<file path="src/pkg/slq_pkg.sv">
/*
  Shared constants and types for the serial link quick-configuration and link control block.
  Assumes one core clock domain and a register port that presents byte-wide accesses.
*/
package slq_pkg;

  localparam int unsigned SLQ_ADDR_W = 8;
  localparam int unsigned SLQ_DATA_W = 8;

  // Register offsets.
  localparam logic [7:0] SLQ_ADDR_QCFG  = 8'h5e;
  localparam logic [7:0] SLQ_ADDR_CTRL1 = 8'h5f;
  localparam logic [7:0] SLQ_ADDR_CTRL2 = 8'h60;
  localparam logic [7:0] SLQ_ADDR_CHMOD = 8'h63;
  localparam logic [7:0] SLQ_ADDR_LANES = 8'h6e;
  localparam logic [7:0] SLQ_ADDR_F72   = 8'h72;
  localparam logic [7:0] SLQ_ADDR_F73   = 8'h73;

  // Reset values.
  localparam logic [7:0] SLQ_CTRL1_RST = 8'h00;
  localparam logic [2:0] SLQ_CTRL2_RST = 3'h0;
  localparam logic [3:0] SLQ_CHMOD_RST = 4'h0;
  localparam logic [4:0] SLQ_FLD5_RST  = 5'h00;
  localparam logic [7:0] SLQ_READ_ZERO = 8'h00;

  // Alignment sequence modes.
  localparam logic [1:0] SLQ_ILAS_OFF    = 2'b00;
  localparam logic [1:0] SLQ_ILAS_ON     = 2'b01;
  localparam logic [1:0] SLQ_ILAS_REPEAT = 2'b11;

  // Synchronization request modes.
  localparam logic [1:0] SLQ_SYNC_NORMAL = 2'b00;
  localparam logic [1:0] SLQ_SYNC_FORCE  = 2'b10;
  localparam logic [1:0] SLQ_SYNC_IGNORE = 2'b11;

  // Preset codes.
  localparam logic [7:0] SLQ_QC_1H1 = 8'h81;
  localparam logic [7:0] SLQ_QC_1H2 = 8'h82;
  localparam logic [7:0] SLQ_QC_1L1 = 8'h91;
  localparam logic [7:0] SLQ_QC_2H1 = 8'hc1;
  localparam logic [7:0] SLQ_QC_2H2 = 8'hc2;
  localparam logic [7:0] SLQ_QC_2H4 = 8'hc4;
  localparam logic [7:0] SLQ_QC_2L1 = 8'hd1;
  localparam logic [7:0] SLQ_QC_2L2 = 8'hd2;
  localparam logic [7:0] SLQ_QC_2M1 = 8'he1;
  localparam logic [7:0] SLQ_QC_2M2 = 8'he2;
  localparam logic [7:0] SLQ_QC_2M4 = 8'he4;

  // Preset field values.
  localparam logic [3:0] SLQ_CH_1H  = 4'h8;
  localparam logic [3:0] SLQ_CH_1L  = 4'h9;
  localparam logic [3:0] SLQ_CH_2H  = 4'hc;
  localparam logic [3:0] SLQ_CH_2L  = 4'hd;
  localparam logic [3:0] SLQ_CH_2M  = 4'he;
  localparam logic [4:0] SLQ_LANE_1 = 5'h00;
  localparam logic [4:0] SLQ_LANE_2 = 5'h01;
  localparam logic [4:0] SLQ_LANE_4 = 5'h03;
  localparam logic [4:0] SLQ_FLD_F  = 5'h0f;

  // Tail fill generator.
  localparam int unsigned SLQ_LFSR_W   = 31;
  localparam int unsigned SLQ_LFSR_TAP = 28;
  localparam logic [30:0] SLQ_LFSR_SEED = 31'h7fff_ffff;

  typedef struct packed {
    logic       unused;
    logic       tail_fill;
    logic       test_sample;
    logic       lane_sync;
    logic [1:0] ilas_mode;
    logic       frame_align_char_insert_dis;
    logic       power_down;
  } slq_ctrl1_t;

  typedef struct packed {
    logic [1:0] sync_mode;
    logic       sync_invert;
  } slq_ctrl2_t;

  typedef struct packed {
    logic [3:0] chan_mode;
    logic [4:0] lanes;
    logic [4:0] f72;
    logic [4:0] f73;
  } slq_cfg_t;

  typedef struct packed {
    logic     hit;
    slq_cfg_t cfg;
  } slq_preset_t;

  typedef struct packed {
    logic       link_rst;
    logic       link_clk_en;
    logic       test_sample;
    logic       lane_sync;
    logic       frame_align_char_insert_en;
    logic       k28_3_ok;
    logic       ilas_en;
    logic       ilas_repeat;
  } slq_link_t;

endpackage

</file>
<file path="src/slq_ctrl.sv">
/*
  Serial link quick-configuration presets and link control register 1, with sync request handling.
  Assumes the serial control port logic presents one-cycle read and write strobes on the core clock,
  and that the sync request pin is asynchronous to it.
*/
// Functional notes
// - Presets 81/82: one high-bandwidth channel
// - Preset 91: one low-bandwidth channel
// - Presets C1/C2/C4: two high-bandwidth channels
// - Presets D1/D2: two low-bandwidth channels
// - Presets E1/E2/E4: two mixed-bandwidth channels
// - Unlisted codes change nothing
// - Tail bits zero or LFSR filled
// - Test samples replace converter data
// - Lane sync selects allowed alignment characters
// - Alignment sequence off, on, repeat
// - Bit 1 stops alignment character insertion
// - Power-down resets and gates link
// - Send K28.5 only while requested or forced
// - Control register resets to zero
// - Quick-config register self clears
// - Sync request modes and polarity invert
`timescale 1ns/1ns
module slq_ctrl
  import slq_pkg::*;
#(
  parameter int unsigned TAIL_W = 4
) (
  // Clock and reset
  input  wire logic                  core_clk_i,
  input  wire logic                  rst_i,
  // Serial control port register access
  input  wire logic                  reg_wr_i,
  input  wire logic                  reg_rd_i,
  input  wire logic [SLQ_ADDR_W-1:0] reg_addr_i,
  input  wire logic [SLQ_DATA_W-1:0] reg_wdata_i,
  output logic [SLQ_DATA_W-1:0]      reg_rdata_o,
  output logic                       reg_rvalid_o,
  // Receiver sync request pin, active low
  input  wire logic                  sync_request_input_n_i,
  // Link datapath
  input  wire logic                  sample_stb_i,
  output logic [TAIL_W-1:0]          tail_bits_o,
  output slq_link_t                  link_o,
  output logic                       cgs_send_o,
  output slq_cfg_t                   cfg_o
);

  slq_ctrl1_t  ctrl1_reg;
  slq_ctrl1_t  ctrl1_next;
  slq_ctrl2_t  ctrl2_reg;
  slq_cfg_t    cfg_reg;
  slq_cfg_t    cfg_next;
  logic        sync_meta_reg;
  logic        sync_pin_reg;
  logic        cgs_reg;
  logic        cgs_next;
  logic [7:0]  rdata_reg;
  logic        rvalid_reg;

  function automatic slq_preset_t preset_decode(input logic [7:0] code);
    slq_preset_t p;
    p.hit           = 1'b1;
    p.cfg.f72       = SLQ_FLD_F;
    p.cfg.f73       = SLQ_FLD_F;
    p.cfg.chan_mode = SLQ_CHMOD_RST;
    p.cfg.lanes     = SLQ_FLD5_RST;
    case (code)
      SLQ_QC_1H1: begin p.cfg.chan_mode = SLQ_CH_1H; p.cfg.lanes = SLQ_LANE_1; end
      SLQ_QC_1H2: begin p.cfg.chan_mode = SLQ_CH_1H; p.cfg.lanes = SLQ_LANE_2; end
      SLQ_QC_1L1: begin p.cfg.chan_mode = SLQ_CH_1L; p.cfg.lanes = SLQ_LANE_1; end
      SLQ_QC_2H1: begin p.cfg.chan_mode = SLQ_CH_2H; p.cfg.lanes = SLQ_LANE_1; end
      SLQ_QC_2H2: begin p.cfg.chan_mode = SLQ_CH_2H; p.cfg.lanes = SLQ_LANE_2; end
      SLQ_QC_2H4: begin p.cfg.chan_mode = SLQ_CH_2H; p.cfg.lanes = SLQ_LANE_4; end
      SLQ_QC_2L1: begin p.cfg.chan_mode = SLQ_CH_2L; p.cfg.lanes = SLQ_LANE_1; end
      SLQ_QC_2L2: begin p.cfg.chan_mode = SLQ_CH_2L; p.cfg.lanes = SLQ_LANE_2; end
      SLQ_QC_2M1: begin p.cfg.chan_mode = SLQ_CH_2M; p.cfg.lanes = SLQ_LANE_1; end
      SLQ_QC_2M2: begin p.cfg.chan_mode = SLQ_CH_2M; p.cfg.lanes = SLQ_LANE_2; end
      SLQ_QC_2M4: begin p.cfg.chan_mode = SLQ_CH_2M; p.cfg.lanes = SLQ_LANE_4; end
      default:    p.hit = 1'b0;
    endcase
    return p;
  endfunction

  // Address decode.
  wire         wr_qcfg  = reg_wr_i && (reg_addr_i == SLQ_ADDR_QCFG);
  wire         wr_ctrl1 = reg_wr_i && (reg_addr_i == SLQ_ADDR_CTRL1);
  wire         wr_ctrl2 = reg_wr_i && (reg_addr_i == SLQ_ADDR_CTRL2);
  wire         wr_chmod = reg_wr_i && (reg_addr_i == SLQ_ADDR_CHMOD);
  wire         wr_lanes = reg_wr_i && (reg_addr_i == SLQ_ADDR_LANES);
  wire         wr_f72   = reg_wr_i && (reg_addr_i == SLQ_ADDR_F72);
  wire         wr_f73   = reg_wr_i && (reg_addr_i == SLQ_ADDR_F73);
  slq_preset_t preset;
  assign preset = preset_decode(reg_wdata_i);
  wire         apply_preset = wr_qcfg && preset.hit;

  // A preset replaces all four fields on one edge, so the link never sees a half-applied mode.
  assign cfg_next.chan_mode = apply_preset ? preset.cfg.chan_mode :
                              wr_chmod     ? reg_wdata_i[3:0] : cfg_reg.chan_mode;
  assign cfg_next.lanes     = apply_preset ? preset.cfg.lanes :
                              wr_lanes     ? reg_wdata_i[4:0] : cfg_reg.lanes;
  assign cfg_next.f72       = apply_preset ? preset.cfg.f72 :
                              wr_f72       ? reg_wdata_i[4:0] : cfg_reg.f72;
  assign cfg_next.f73       = apply_preset ? preset.cfg.f73 :
                              wr_f73       ? reg_wdata_i[4:0] : cfg_reg.f73;

  // Bit 7 is unused and never stored.
  assign ctrl1_next = wr_ctrl1 ? slq_ctrl1_t'({1'b0, reg_wdata_i[6:0]}) : ctrl1_reg;

  always_ff @(posedge core_clk_i or posedge rst_i) begin
    if (rst_i) begin
      ctrl1_reg <= slq_ctrl1_t'(SLQ_CTRL1_RST);
      ctrl2_reg <= slq_ctrl2_t'(SLQ_CTRL2_RST);
      cfg_reg   <= '{chan_mode: SLQ_CHMOD_RST, lanes: SLQ_FLD5_RST, f72: SLQ_FLD5_RST, f73: SLQ_FLD5_RST};
    end else begin
      ctrl1_reg <= ctrl1_next;
      cfg_reg   <= cfg_next;
      if (wr_ctrl2) begin
        ctrl2_reg <= slq_ctrl2_t'(reg_wdata_i[7:5]);
      end
    end
  end

  // The quick-config register holds no state; it reads back as zero at all times.
  wire [7:0] rd_mux =
    (reg_addr_i == SLQ_ADDR_QCFG)  ? SLQ_READ_ZERO :
    (reg_addr_i == SLQ_ADDR_CTRL1) ? ctrl1_reg :
    (reg_addr_i == SLQ_ADDR_CTRL2) ? {ctrl2_reg, 5'h00} :
    (reg_addr_i == SLQ_ADDR_CHMOD) ? {4'h0, cfg_reg.chan_mode} :
    (reg_addr_i == SLQ_ADDR_LANES) ? {3'h0, cfg_reg.lanes} :
    (reg_addr_i == SLQ_ADDR_F72)   ? {3'h0, cfg_reg.f72} :
    (reg_addr_i == SLQ_ADDR_F73)   ? {3'h0, cfg_reg.f73} : SLQ_READ_ZERO;

  always_ff @(posedge core_clk_i or posedge rst_i) begin
    if (rst_i) begin
      rdata_reg  <= SLQ_READ_ZERO;
      rvalid_reg <= 1'b0;
    end else begin
      rvalid_reg <= reg_rd_i;
      if (reg_rd_i) begin
        rdata_reg <= rd_mux;
      end
    end
  end

  // Sync request pin: two flops, then polarity and mode.
  always_ff @(posedge core_clk_i or posedge rst_i) begin
    if (rst_i) begin
      sync_meta_reg <= 1'b1;
      sync_pin_reg  <= 1'b1;
      cgs_reg       <= 1'b0;
    end else begin
      sync_meta_reg <= sync_request_input_n_i;
      sync_pin_reg  <= sync_meta_reg;
      cgs_reg       <= cgs_next;
    end
  end

  wire sync_req = ~sync_pin_reg ^ ctrl2_reg.sync_invert;
  wire sync_eff = (ctrl2_reg.sync_mode == SLQ_SYNC_FORCE)  ? 1'b1 :
                  (ctrl2_reg.sync_mode == SLQ_SYNC_IGNORE) ? 1'b0 : sync_req;
  assign cgs_next = ~ctrl1_reg.power_down & sync_eff;

  // Link controls. Software keeps lane sync off while insertion is disabled; not enforced here.
  assign link_o.link_rst    = ctrl1_reg.power_down;
  assign link_o.link_clk_en = ~ctrl1_reg.power_down;
  assign link_o.test_sample = ctrl1_reg.test_sample;
  assign link_o.lane_sync   = ctrl1_reg.lane_sync;
  assign link_o.frame_align_char_insert_en     = ~ctrl1_reg.frame_align_char_insert_dis;
  assign link_o.k28_3_ok    = ctrl1_reg.lane_sync;
  assign link_o.ilas_en     = (ctrl1_reg.ilas_mode == SLQ_ILAS_ON);
  assign link_o.ilas_repeat = (ctrl1_reg.ilas_mode == SLQ_ILAS_REPEAT);
  assign cgs_send_o         = cgs_reg;
  assign cfg_o              = cfg_reg;
  assign reg_rdata_o        = rdata_reg;
  assign reg_rvalid_o       = rvalid_reg;

  slq_tail_fill #(
    .TAIL_W      (TAIL_W)
  ) u_tail_fill (
    .core_clk_i   (core_clk_i),
    .rst_i        (rst_i),
    .link_rst_i   (ctrl1_reg.power_down),
    .fill_en_i    (ctrl1_reg.tail_fill),
    .sample_stb_i (sample_stb_i),
    .tail_bits_o  (tail_bits_o)
  );
endmodule // slq_ctrl

</file>
<file path="src/slq_tail_fill.sv">
/*
  Tail-bit filler: zero padding or bits from a 31-bit LFSR, several bits per sample.
  Assumes sample_stb_i comes from logic on the core clock and that the link reset clears it.
*/
`timescale 1ns/1ns
module slq_tail_fill
  import slq_pkg::*;
#(
  parameter int unsigned TAIL_W = 4
) (
  // Clock and reset
  input  wire logic              core_clk_i,
  input  wire logic              rst_i,
  // Control
  input  wire logic              link_rst_i,
  input  wire logic              fill_en_i,
  input  wire logic              sample_stb_i,
  // Fill bits
  output logic [TAIL_W-1:0]      tail_bits_o
);

  logic [SLQ_LFSR_W-1:0] lfsr_reg;
  logic [SLQ_LFSR_W-1:0] chain [TAIL_W+1];
  logic [TAIL_W-1:0]     bits_next;
  logic [TAIL_W-1:0]     tail_reg;

  assign chain[0] = lfsr_reg;

  // One LFSR step per fill bit, so a sample consumes TAIL_W steps in one cycle.
  genvar k;
  generate
    for (k = 0; k < TAIL_W; k++) begin : g_step
      assign bits_next[TAIL_W-1-k] = chain[k][SLQ_LFSR_W-1];
      assign chain[k+1] = {chain[k][SLQ_LFSR_W-2:0],
                           chain[k][SLQ_LFSR_W-1] ^ chain[k][SLQ_LFSR_TAP-1]};
    end
  endgenerate

  always_ff @(posedge core_clk_i or posedge rst_i) begin
    if (rst_i) begin
      lfsr_reg <= SLQ_LFSR_SEED;
      tail_reg <= '0;
    end else if (link_rst_i) begin
      lfsr_reg <= SLQ_LFSR_SEED;
      tail_reg <= '0;
    end else if (sample_stb_i) begin
      lfsr_reg <= chain[TAIL_W];
      tail_reg <= fill_en_i ? bits_next : '0;
    end
  end

  assign tail_bits_o = tail_reg;
endmodule // slq_tail_fill

</file>
<file path="config.mk">
export PLATFORM = sky130hd
export DESIGN_NAME = slq_ctrl
export DESIGN_NICKNAME = d
export VERILOG_FILES = /design/src/pkg/slq_pkg.sv /design/src/slq_ctrl.sv /design/src/slq_tail_fill.sv
export SDC_FILE = /design/constraint.sdc
export NUM_CORES = 1
export LEC_CHECK = 0
export ABC_CLOCK_PERIOD_IN_PS = 3700
export BUFFER_PORTS_ARGS = -buffer_cell sky130_fd_sc_hd__buf_4
export CORE_MARGIN = 2
export CORE_UTILIZATION = 25
export CTS_CLUSTER_SIZE = 10
export DETAILED_ROUTE_END_ITERATION = 16
export PLACE_DENSITY = 0.42
export SLEW_MARGIN = 0
export SYNTH_ARGS = -nofsm -noshare
export SYNTH_HDL_FRONTEND = slang
export SYNTH_SLANG_ARGS = --single-unit
</file>
<file path="constraint.sdc">
create_clock -name core_clk_i -period 3.7 [get_ports core_clk_i]
set_input_delay 0.185 -clock core_clk_i [delete_from_list [all_inputs] [get_ports core_clk_i]]
set_output_delay 0.185 -clock core_clk_i [all_outputs]
set_load 0.1 [all_outputs]
</file>
==> metrics.md <==
| Metric | Value |
|---|---|
| Status | `finished clean` |
| Warnings, synthesis | `0` |
| TritonCTS clock tree | `done` |
| Worst-margin pin slew | `about 0.85 ns` |
| Post-synthesis compound-gate area fraction | `10.06%` |
| Wire per inst | `16.50 um` |
| Final Cell Area | `4708 um2` |
| Final core utilization | `31.32%` |
| Largest family of logic cells by synthesized area | `simple AND/OR/NAND/NOR gates` |
| Gr ovfl total | `0` |
| Post-detail-place hpwl | `7055 um` |
| Fmax | `501.6 MHz` |
| Maximum vdd drop | `roughly 0.16 mV` |
| Gr usage total | `12.88%` |
| DP Worst Slack | `1.645 ns` |
| Share of cells above drive strength 1 | `33.73%` |
| R2R setup slack | `2.40 ns` |
| Hold crit path type | `in -> reg` |
| Crit path cell chain | `inv_1, buf_4, buf_4` |
| Largest net degree at the start of global routing | `66` |
| Critical Path AT | `about 1.8 ns` |
| Final min period | `1.994 ns` |
| Clk Latency, worst-skew pair | `around 0.33 ns` |
| Post-Route Setup TNS | `0 ns` |
| CP Capture Type | `output port` |
| Clk_skew | `between 0.005 and 0.006 ns` |
| Root Buffer Master | `clkbuf_16` |
| Tcrit/Tclk final | `53.88%` |
| Antenna diodes | `0` |
| Slew headroom | `a little over two fifths` |
| Synth Instances | `about 350` |
| Die Span X | `127.4 um` |
| RSZ-0062 raised after global routing | `no` |
| Core area | `15030 um2` |
| Adder-Cell Fraction of Synth Area | `0.2630%` |
| WHS | `0.1004 ns` |
| DIE AREA | `approximately 16000 um2` |
| CP startpoint kind | `register` |
| Routed vias/inst | `approximately 4.6` |
| Slew Viols, Final | `0` |
| Via count | `2770` |
| H-tree depth | `3` |
| Layout area overhead | `23.70%` |
| Post-detailed-routing wire length | `slightly below 10000 um` |
| Most frequent cells in the layout | `buf_4 (65), nand2_1 (51), mux2i_1 (48)` |
| Row count | `45` |
| Mapped Area | `3806 um2` |
| Asr flop ratio synth | `between 90% and 100%` |
| Number of DRC markers in iteration 0 | `137` |
| WHS Path Cells | `1` |
| Hold path startpoint | `reg_rd_i` |
| Post-synthesis mux area share | `14.99%` |
| Placer Congestion | `0.8246` |
| Total power | `just over 2 mW` |
| NumNets Final | `432` |
| Number of global-route vias before repair | `2819` |
| FF-to-FF Start | `link_o[7]$_DFFE_PP0P_` |
| Final setup violation count | `0` |
| Pwr Density | `439.2 nW/um2` |
| First-pass GRT wire length | `between 15000 and 20000 um` |
| Syn Nets | `376` |
| Antenna violations before repair | `0` |
| Non-Filler Instances | `603` |
| Die Y | `127.4 um` |
| CP peak stage delay | `0.49 ns` |
| Main synth FF type | `dfrtp_1` |
| Placed insts | `585` |
| Worst hold endpoint | `reg_rvalid_o$_DFF_PP0_` |
| Worst-path fanout max | `23` |
| Clk sinks | `76` |
| Max Root-Sink Buffers | `2` |
| Total CTS buffers | `9` |
| Max reg flops | `31` |
| Buffers on Ports | `62` |
| Total iterations of the first detailed-routing run | `4` |
| Syn avg cell area | `10.75 um2` |
| Critical path's most frequent cell | `buf_4` |
| Drt drc | `0` |
| Leak Pwr | `2.123 nW` |
| Worst-path clk slew | `0.06 ns` |
| Io pins | `63` |
| Critical path's slowest cell | `dfrtp_1` |
| Initial core utilization | `25.32%` |
| Antenna viol nets, final | `0` |
| Post-Synth Simple-Gate Area | `17.23%` |
| Final Hold Viols | `0` |
| Commonest non-fill, non-tap cell in the layout | `buf_4` |
| #FFs+latches synth | `76` |
| Unique masters post-synth | `57` |
| Sequential-to-total area share from yosys stat | `51.05%` |
| Worst path required time | `3.51 ns` |
| Worst reg2reg path depth | `3` |
| Critical path class | `reg -> out` |
| Max cap viols | `0` |
| Number of flops mapped to enable cells by yosys | `0` |
| Area after DPL | `4379 um2` |
| Fin worst setup slack | `~1.7 ns` |
| Reg-to-Reg End | `u_tail_fill.lfsr_reg[22]$_DFFE_PP1P_` |
| XOR/XNOR share of the synthesized area | `1.381%` |
[worst max path at each step]
stage | slack [ns] | endpoint | depth (start not counted) | from
final | 1.71 | link_o[6] | 3 | link_o[7]$_DFFE_PP0P_
after global routing | 1.58 | link_o[6] | 3 | link_o[7]$_DFFE_PP0P_
after CTS | 1.67 | link_o[6] | 3 | link_o[7]$_DFFE_PP0P_
after detailed placement | 1.65 | reg_rdata_o[2]$_DFFE_PP0P_ | 6 | reg_addr_i[3]
after global placement | 1.69 | reg_rdata_o[2]$_DFFE_PP0P_ | 6 | reg_addr_i[3]
after floorplan | 1.63 | cfg_o[0]$_DFFE_PP0P_ | 1 | rst_i
[cells in the mapped netlist, drive strengths merged (2+ instances only)]
cell / number / area share, %
nor3: 3 / 0.66
nor3b: 2 / 0.39
nand3: 10 / 1.3
o22ai: 2 / 0.33
buf: 12 / 1.6
o21ai: 14 / 1.9
mux2: 8 / 2.4
a31oi: 5 / 0.82
nand2: 51 / 5.0
o31ai: 6 / 1.2
nor2b: 6 / 0.99
dfstp: 33 / 23
nor2: 26 / 3.0
a22oi: 3 / 0.72
nor4: 2 / 0.49
a21oi: 16 / 2.1
o22a: 4 / 0.92
clkbuf: 10 / 2.3
nand4: 2 / 0.49
o211ai: 2 / 0.39
and3: 2 / 0.33
xnor2: 5 / 1.2
mux2i: 48 / 13
nand3b: 3 / 0.69
dfrtp: 43 / 28
or4b: 2 / 0.62
or2: 2 / 0.33
nand2b: 5 / 1.0
inv: 11 / 1.1
[worst max-delay path, delay by kind of cell, from the launching register on]
| family | cells | cell delay [ns] |
|---|---|---|
| flops | 1 | 0.49 |
| buf+inv | 3 | 0.97 |
[metal layers]
layer  routed length, um  part of all wire, %  vias to the layer above  GRT usage (%)
met3                 425                  4.3                        6          2.638
met2                4682                   47                       64          20.48
met1                4731                   48                     1357          17.59
li1                    -                    -                     1343              -
met4                 109                  1.1                        0          4.266
met5                   0                    0                        -              0
[layout make-up]
| class | instances | area (um2) |
|---|---|---|
| multi-input combinational | 245 | 1672 |
| sequential | 76 | 1943 |
| inverter | 11 | 41.29 |
| fill | 1550 | 10320 |
| clock inverter | 6 | 70.07 |
| clock buffer | 10 | 239.0 |
| timing repair buffer | 67 | 508.0 |
| tap | 188 | 235.2 |
[repair_timing]
item	4_1_cts	5_1_grt
buffers inserted	0	0
resized for setup	0	0
hold endpoints to repair	12	0
hold buffers	2	0
[report_power, final]
part | switching [mW] | internal, mW
sequential | 0.0201 | 0.855
clock | 0.359 | 0.547
combinational | 0.216 | 0.0713
total | 0.594 | 1.47
[cells by family (layout without fill, tap and decap cells)]
group | Yosys count | count (layout)
compound gates | 58 | 58
xor+xnor | 6 | 6
fa+ha+maj | 1 | 1
buf+inv | 33 | 94
flops | 76 | 76
mux | 56 | 56
simple gates | 124 | 124
Power figures use the tool's default switching activity.
